## src/tmr_consts.vh

```
// Purpose: constants for the sixteen bit timer/counter
// Assumes: byte-wide register port, 100 MHz core clock
// Notes: offsets other than the control register are local choices
`ifndef TMR_CONSTS_VH
`define TMR_CONSTS_VH
// ****************************************
// register offsets
// ****************************************
`define OFS_CONTROL 8'h10
`define OFS_COUNT_LOW 8'h0e
`define OFS_COUNT_HIGH 8'h0f
`define OFS_FLAG 8'h0c
`define OFS_ENABLE 8'h8c
`define OFS_PORT_C 8'h07
`define OFS_PORT_C_DIR 8'h87
// ****************************************
// control fields
// ****************************************
`define CTL_RUN 0
`define CTL_SRC 1
`define CTL_NOSYNC 2
`define CTL_OSCEN 3
`define CTL_PS_LO 4
`define CTL_PS_HI 5
`define CTL_RESET 8'h00
`define CTL_MASK 8'h3f
`define FLAG_OVF 0
`define DIR_RESET 8'hff
// ****************************************
// timing
// ****************************************
`define INSTR_DIV 4
`endif

```

## src/tmr_prescaler.v

```verilog
// Purpose: selectable 1:1/1:2/1:4/1:8 divider of count ticks
// Assumes: tick is a one-cycle pulse
// Notes: clear wins over tick
`timescale 1ns/100ps
`default_nettype none
module tmr_prescaler (
    input wire clk,
    input wire rst_n,
    input wire clear,
    input wire tick,
    input wire [1:0] sel,
    output wire out_tick
);
    reg [2:0] cnt_q;
    reg [2:0] mask;
    always @* begin
        case (sel)
            2'b00: mask = 3'h0;
            2'b01: mask = 3'h1;
            2'b10: mask = 3'h3;
            default: mask = 3'h7;
        endcase
    end
    assign out_tick = tick && ((cnt_q & mask) == mask);
    always @(posedge clk or negedge rst_n) begin
        if (!rst_n) begin
            cnt_q <= 3'h0;
        end else if (clear) begin
            cnt_q <= 3'h0;
        end else if (tick) begin
            cnt_q <= cnt_q + 3'h1;
        end
    end
endmodule // tmr_prescaler
`default_nettype wire

```

## src/tmr_sync.v

```verilog
// Purpose: two-stage synchroniser for the external count clock
// Assumes: input may be asynchronous to clk
// Notes: first stage feeds only the second
`timescale 1ns/100ps
`default_nettype none
module tmr_sync (
    input wire clk,
    input wire rst_n,
    input wire din,
    output reg dout
);
    reg meta_q;
    always @(posedge clk or negedge rst_n) begin
        if (!rst_n) begin
            meta_q <= 1'b0;
            dout <= 1'b0;
        end else begin
            meta_q <= din;
            dout <= meta_q;
        end
    end
endmodule // tmr_sync
`default_nettype wire

```

## src/timer16.v

```verilog
// Purpose: sixteen bit timer/counter with prescaler and oscillator pin control
// Assumes: register port strobes are one cycle and synchronous to CLK
// Notes: counter data registers are cleared to zero whenever RST_N is asserted
//
// Notes on behaviour
// - count runs 0000h up to FFFFh, then wraps to zero
// - each wrap sets and holds overflow flag, flag register bit 0
// - interrupt request raised only while enable register bit 0 is set
// - control bit 1 selects timer (0) or counter (1)
// - timer operation counts once per instruction cycle, clock divided by four
// - sync control bit is ignored in timer operation
// - counter operation counts rising edges of external clock only
// - after enabling counter, first rising edge needs a prior falling edge
// - count advances only while run bit 0 is set; cleared freezes
// - special event trigger from either compare unit clears the count
// - oscillator enabled forces both pins input, reads zero, ignores direction
// - prescale field bits 5:4 divides by 1, 2, 4 or 8
// - counter mode synchronises when sync bit 0, unsynchronised when 1
// - oscillator enable bit 3 powers the oscillator; clear turns inverter off
// - count visible as separate read/write high and low bytes
// - any write to a count byte clears the prescaler
// - software count write beats a simultaneous special event clear
// - special event clear never sets the overflow flag
// - reset clears control register to 00h
//
// The implementer's own choice: strobed register access.
`include "tmr_consts.vh"
`timescale 1ns/100ps
`default_nettype none
module timer16 #(
    parameter INSTR_DIV = `INSTR_DIV
) (
    input wire CLK,
    input wire RST_N,
    input wire [7:0] ADDR,
    input wire [7:0] WDATA,
    input wire WR,
    input wire RD,
    output reg [7:0] RDATA,
    input wire SPECIAL_EVENT_1,
    input wire SPECIAL_EVENT_2,
    input wire OSC_INPUT_PIN_I,
    output wire OSC_INPUT_PIN_O,
    output wire OSC_INPUT_PIN_OE_N,
    input wire OSC_OUTPUT_PIN_I,
    output wire OSC_OUTPUT_PIN_O,
    output wire OSC_OUTPUT_PIN_OE_N,
    output wire OSC_INVERTER_ON,
    output wire OVERFLOW_IRQ
);
    // ****************************************
    // registers
    // ****************************************
    reg [7:0] ctl_q;
    reg [7:0] cnt_hi_q;
    reg [7:0] cnt_lo_q;
    reg ovf_flag_q;
    reg ovf_en_q;
    reg [7:0] port_q;
    reg [7:0] dir_q;
    reg [1:0] idiv_q;
    reg ext_prev_q;
    reg armed_q;
    reg run_prev_q;
    reg src_prev_q;
    wire run = ctl_q[`CTL_RUN];
    wire src_ext = ctl_q[`CTL_SRC];
    wire nosync = ctl_q[`CTL_NOSYNC];
    wire osc_en = ctl_q[`CTL_OSCEN];
    wire [1:0] ps_sel = ctl_q[`CTL_PS_HI:`CTL_PS_LO];
    wire wr_ctl = WR && (ADDR == `OFS_CONTROL);
    wire wr_lo = WR && (ADDR == `OFS_COUNT_LOW);
    wire wr_hi = WR && (ADDR == `OFS_COUNT_HIGH);
    wire wr_cnt = wr_lo || wr_hi;
    // ****************************************
    // external clock path
    // ****************************************
    // oscillator enabled takes the count input from the oscillator input pin
    wire ext_raw = osc_en ? OSC_INPUT_PIN_I : OSC_OUTPUT_PIN_I;
    wire ext_synced;
    tmr_sync u_sync (
        .clk(CLK),
        .rst_n(RST_N),
        .din(ext_raw),
        .dout(ext_synced)
    );
    // unsynchronised mode still needs one flop to sample the level; the
    // clock is single so true async counting is approximated
    reg ext_raw_q;
    always @(posedge CLK or negedge RST_N) begin
        if (!RST_N) begin
            ext_raw_q <= 1'b0;
        end else begin
            ext_raw_q <= ext_raw;
        end
    end
    wire ext_lvl = nosync ? ext_raw_q : ext_synced;
    wire ext_rise = ext_lvl && !ext_prev_q;
    wire ext_fall = !ext_lvl && ext_prev_q;
    // disarm whenever counting starts in counter mode; a later falling edge re-arms
    wire start_ext = src_ext && run && !(run_prev_q && src_prev_q);
    // ****************************************
    // tick source
    // ****************************************
    wire int_tick = (idiv_q == INSTR_DIV - 1);
    wire ext_tick = ext_rise && armed_q && !start_ext;
    wire src_tick = run && (src_ext ? ext_tick : int_tick);
    wire pre_tick;
    tmr_prescaler u_pre (
        .clk(CLK),
        .rst_n(RST_N),
        .clear(wr_cnt),
        .tick(src_tick),
        .sel(ps_sel),
        .out_tick(pre_tick)
    );
    always @(posedge CLK or negedge RST_N) begin
        if (!RST_N) begin
            idiv_q <= 2'h0;
            ext_prev_q <= 1'b0;
            armed_q <= 1'b0;
            run_prev_q <= 1'b0;
            src_prev_q <= 1'b0;
        end else begin
            idiv_q <= int_tick ? 2'h0 : idiv_q + 2'h1;
            ext_prev_q <= ext_lvl;
            run_prev_q <= run;
            src_prev_q <= src_ext;
            if (start_ext) begin
                armed_q <= 1'b0;
            end else if (ext_fall) begin
                armed_q <= 1'b1;
            end
        end
    end
    // ****************************************
    // count pair
    // ****************************************
    wire [15:0] cnt = {cnt_hi_q, cnt_lo_q};
    wire [15:0] cnt_inc = cnt + 16'h0001;
    wire sev = SPECIAL_EVENT_1 || SPECIAL_EVENT_2;
    wire wrap = pre_tick && (cnt == 16'hffff) && !wr_cnt && !sev;
    always @(posedge CLK or negedge RST_N) begin
        if (!RST_N) begin
            cnt_hi_q <= 8'h00;
            cnt_lo_q <= 8'h00;
        end else if (wr_cnt) begin
            // software write outranks the special event clear
            if (wr_hi) begin
                cnt_hi_q <= WDATA;
            end
            if (wr_lo) begin
                cnt_lo_q <= WDATA;
            end
        end else if (sev) begin
            cnt_hi_q <= 8'h00;
            cnt_lo_q <= 8'h00;
        end else if (pre_tick) begin
            cnt_hi_q <= cnt_inc[15:8];
            cnt_lo_q <= cnt_inc[7:0];
        end
    end
    // ****************************************
    // control, flags, port c
    // ****************************************
    always @(posedge CLK or negedge RST_N) begin
        if (!RST_N) begin
            ctl_q <= `CTL_RESET;
            ovf_flag_q <= 1'b0;
            ovf_en_q <= 1'b0;
            port_q <= 8'h00;
            dir_q <= `DIR_RESET;
        end else begin
            if (wr_ctl) begin
                ctl_q <= WDATA & `CTL_MASK;
            end
            if (wrap) begin
                ovf_flag_q <= 1'b1; // set wins over clear
            end else if (WR && ADDR == `OFS_FLAG) begin
                ovf_flag_q <= WDATA[`FLAG_OVF];
            end
            if (WR && ADDR == `OFS_ENABLE) begin
                ovf_en_q <= WDATA[`FLAG_OVF];
            end
            if (WR && ADDR == `OFS_PORT_C) begin
                port_q <= WDATA;
            end
            if (WR && ADDR == `OFS_PORT_C_DIR) begin
                dir_q <= WDATA;
            end
        end
    end
    assign OVERFLOW_IRQ = ovf_flag_q && ovf_en_q;
    assign OSC_INVERTER_ON = osc_en;
    // direction 1 means input; enable is active low
    assign OSC_OUTPUT_PIN_OE_N = osc_en | dir_q[0];
    assign OSC_INPUT_PIN_OE_N = osc_en | dir_q[1];
    assign OSC_OUTPUT_PIN_O = port_q[0];
    assign OSC_INPUT_PIN_O = port_q[1];
    wire [1:0] pin_rd = osc_en ? 2'b00 : {OSC_INPUT_PIN_I, OSC_OUTPUT_PIN_I};
    // ****************************************
    // read port
    // ****************************************
    always @(posedge CLK or negedge RST_N) begin
        if (!RST_N) begin
            RDATA <= 8'h00;
        end else if (RD) begin
            if (ADDR == `OFS_CONTROL) begin
                RDATA <= ctl_q;
            end else if (ADDR == `OFS_COUNT_HIGH) begin
                RDATA <= cnt_hi_q;
            end else if (ADDR == `OFS_COUNT_LOW) begin
                RDATA <= cnt_lo_q;
            end else if (ADDR == `OFS_FLAG) begin
                RDATA <= {7'h00, ovf_flag_q};
            end else if (ADDR == `OFS_ENABLE) begin
                RDATA <= {7'h00, ovf_en_q};
            end else if (ADDR == `OFS_PORT_C) begin
                RDATA <= {6'h00, pin_rd};
            end else if (ADDR == `OFS_PORT_C_DIR) begin
                RDATA <= dir_q;
            end else begin
                RDATA <= 8'h00;
            end
        end else begin
            RDATA <= 8'h00;
        end
    end
endmodule // timer16
`default_nettype wire

```

## config.mk

```make
export PLATFORM = sky130hd
export DESIGN_NAME = timer16
export DESIGN_NICKNAME = d
export VERILOG_FILES = /design/src/tmr_prescaler.v /design/src/tmr_sync.v /design/src/timer16.v
export VERILOG_INCLUDE_DIRS = /design/src
export SDC_FILE = /design/constraint.sdc
export NUM_CORES = 1
export LEC_CHECK = 0
export BUFFER_PORTS_ARGS = -buffer_cell sky130_fd_sc_hd__buf_2
export CAP_MARGIN = 10
export CORE_MARGIN = 2
export CORE_UTILIZATION = 45
export DETAILED_ROUTE_END_ITERATION = 8
export HOLD_SLACK_MARGIN = 0.15
export SYNTH_ARGS = -nofsm -noshare
export SYNTH_HDL_FRONTEND = slang
export SYNTH_HIERARCHICAL = 1
export SYNTH_SLANG_ARGS = --single-unit
```

## constraint.sdc

```tcl
create_clock -name CLK -period 3 [get_ports CLK]
set_input_delay 0.45 -clock CLK [delete_from_list [all_inputs] [get_ports CLK]]
set_output_delay 0.45 -clock CLK [all_outputs]
set_load 0.005 [all_outputs]
```

==> flow_metrics.tcl <==
set metrics [dict create \
    end_kind "flip-flop" \
    crit_family "compound AO/OA/AOI/OAI gates" \
    hold_end "u_sync/dout" \
    initial_utilization_pct 46.97 \
    syn2layout_area_growth_pct 12.89 \
    worstHoldPathType "flip-flop to flip-flop" \
    setup_viol 0 \
    grt_setup_unrepaired "no" \
    period_needed_ns 2.519 \
    ioPinCount 38 \
    overflow 0 \
    use_met1_pct 30.68 \
    slowest_stage "dfrtp_1" \
    ys_seq_elements 54 \
    grt_use_met2_pct 33.43 \
    critPathLaunch "ctl_q[2]" \
    max_stage_delay_ns 0.42 \
    cts_made_buffers 5 \
    max-vdd-ir-drop_v 0.0002248 \
    gp_congestion 0.7925 \
    setup.worst_path.start_class "flip-flop" \
    leakage_nw 1.409 \
    port_buffers 37 \
    fill_cells 554 \
    regToRegEndpoint "cnt_hi_q[5]" \
    setup_tns_ns 0 \
    fin_skew_ns 0.009264 \
    worstSkewPairLatency_ns 0.31 \
    grt_max_degree 35 \
    crit_type "flip-flop to flip-flop" \
    cts_max_path_buffers 2 \
    track_usage_pct 21.34 \
    num-nets-final 342 \
    dieArea_mm2 0.006901 \
    tritoncts "yes" \
    hold_depth 0 \
    finalMaxSlewViolations 0 \
    rr_startpoint "ctl_q[2]" \
    dp_hpwl_mm 5.104 \
    hold_violations 0 \
    syn_area_mm2 0.002814 \
    ys_warn_count 6 \
    htreeDepth 2 \
    yosysUniqueCellTypes 50 \
    ys_async_sr_fraction_pct 100.0 \
    antenna_found_initial 0 \
    synth_nets 302 \
    cts-root-buf "clkbuf_8" \
    worstPathArrival_ns 2.67 \
    post-route-util_pct 53.03 \
    status "finished clean" \
    rows 28 \
    n_antenna_cell 0 \
    busiest_layer "met2" \
    worstPathMaxFanout 16 \
    crit_required_ns 3.15 \
    cp_common_cell "o21ai_0" \
    synth_edf_count 0 \
    core_mm2 0.005991 \
    fmax_mhz 397.0 \
    vias 2284 \
    grtUsageMet3_pct 3.479 \
    cap_violations 0 \
    reg2reg_depth 9 \
    fin_cells 391 \
    ys_seq_area_share_pct 48.38 \
    drtPass1Iterations 4 \
    die_y_um 83.08 \
    antenna_left 0 \
    routed_wl_mm 6.895 \
    power_density_mw_per_mm2 433.9 \
    slew_headroom_pct 42.33 \
    seq_area_mm2 0.001361 \
    synth_flop_cell "dfrtp_1" \
    vias_per_cell 5.841 \
    fp.dieW_um 83.08 \
    multi_input_area_mm2 0.001383 \
    p_total_w 0.001378 \
    worst_pin_slew_ns 0.8633 \
    cts_sinks 54 \
    wire_per_inst_um 17.63 \
    avgSynthCellArea_um2 10.23 \
    cp_num_cells 9 \
    first_global_vias 2293 \
    clkSlewWorstSetupHoldPaths_ns 0.10 \
    whs_ns 0.3599 \
    synthCells 275 \
    final_layout_size_suffix_gt1_share_pct 27.85 \
    drt_iter0_drc 199 \
    r2r_slack_ns 0.48 \
    period_share_pct 83.97 \
    grt_pass1_wl_mm 11.76 \
    place_inst 382 \
    crit_buf_inv 0 \
    crit_chain "mux2i_1 > nor4b_1 > mux2i_1 > nor2b_1 > o21ai_0 > a21oi_1 > o21bai_1 > o21ai_0 > o21ai_0" \
    drc_errors 0 \
    hp-start "u_sync/meta_q" \
]
[worst max path at each step]
| stage | endpoint | slack (ns) |
|---|---|---|
| detailed placement | cnt_lo_q[4] | 0.50 |
| global placement | cnt_lo_q[4] | 0.59 |
| global route | cnt_hi_q[0] | 0.10 |
| CTS | cnt_lo_q[4] | 0.46 |
| finish | cnt_hi_q[5] | 0.48 |
| floorplan | cnt_hi_q[0] | 0.69 |
[cells by family after synthesis]
kind of cell / after synthesis / share of synthesized area (%)
buf+inv: 15 / 2.490
compound gates: 81 / 19.39
xor+xnor: 2 / 0.6226
fa+ha+maj: 3 / 1.334
simple gates: 92 / 16.85
flops: 54 / 48.38
mux: 28 / 10.94
[cell type report]
cell class / count / area share [%]
Tap cell: 75 / 2.954
Clock inverter: 3 / 0.7089
Clock buffer: 5 / 2.166
Multi-Input combinational cell: 206 / 43.52
Sequential cell: 54 / 42.85
Timing Repair Buffer: 42 / 7.089
Inverter: 6 / 0.7089
[registers in the layout (all words and copies together) (netlist names)]
signal         count
RDATA              8
cnt_hi_q           8
cnt_lo_q           8
dir_q              8
ctl_q              6
u_pre/cnt_q        3
idiv_q             2
port_q             2
armed_q            1
ext_prev_q         1
ext_raw_q          1
ovf_en_q           1
ovf_flag_q         1
run_prev_q         1
src_prev_q         1
u_sync/dout        1
u_sync/meta_q      1
[per-stage QoR]
stage	setup slack (ns)	area, um^2
2_1_floorplan	0.6895	2814
3_3_place_gp	0.5851	3075
3_5_place_dp	0.4996	3075
4_1_cts	0.4647	3177
5_1_grt	0.1030	3177
6_report	0.4810	3177
[worst register-to-register path, delay by kind of cell (launching register included)]
kind / cells / cell delay (ns)
and+or+nand+nor: 2 / 0.46
DFF: 1 / 0.42
muxes: 2 / 0.28
AOI/OAI and AO/OA: 5 / 1.22
[cells in the final DEF (no fill, tap or decap), drive strengths merged, types with 4 or more instances in the layout]
cell,instances
dfrtp,46
buf,41
nor2,30
o21ai,29
mux2,22
nand2,21
a21oi,13
nand3,9
dfstp,8
inv,8
a22oi,7
a22o,7
mux2i,6
nor2b,5
clkbuf,5
and3,4
a32oi,4
[metal layers]
| metal | vias up | share of wire, % |
|---|---|---|
| met2 | 69 | 47 |
| met3 | 9 | 7.2 |
| li1 | 1100 | - |
| met5 | - | 0 |
| met1 | 1106 | 45 |
| met4 | 0 | 1.5 |
[cell usage after synthesis (all sizes together), types with 2 or more instances]
cell type  instances  share of area [%]
a22oi              7                1.9
o31ai              3               0.80
clkbuf             5               0.67
nand2b             2               0.44
or2                2               0.44
o31a               2               0.62
a32oi              4                1.2
ha                 3                1.3
dfstp              8                7.5
mux2i              6                2.1
nand2             21                2.9
a221oi             3               0.93
and2               3               0.67
nor2              30                4.1
inv                6               0.80
nand4              3               0.67
a22o               7                2.2
and3               4               0.89
a21oi             13                2.3
buf                4                1.0
nor3               3               0.89
a21bo              2               0.71
nor2b              5                1.1
o22ai              3               0.67
o21ai             29                5.3
nand3              9                1.6
nor4b              3               0.93
dfrtp             46                 41
mux2              22                8.8
a31oi              3               0.67
[power breakdown]
| part | internal, W | leakage (nW) | switching (W) |
|---|---|---|---|
| clock network | 0.000169 | 0.0489 | 0.000252 |
| logic | 0.0000666 | 0.669 | 0.0000913 |
| registers | 0.000766 | 0.691 | 0.0000327 |
| total | 0.00100 | 1.41 | 0.000376 |
[repair_timing]
item	in CTS	in global routing
hold buffers	1	0
endpoints found under the hold margin	16	0
buffers inserted	0	0
resized for setup	0	0
Power figures use the tool's default switching activity.
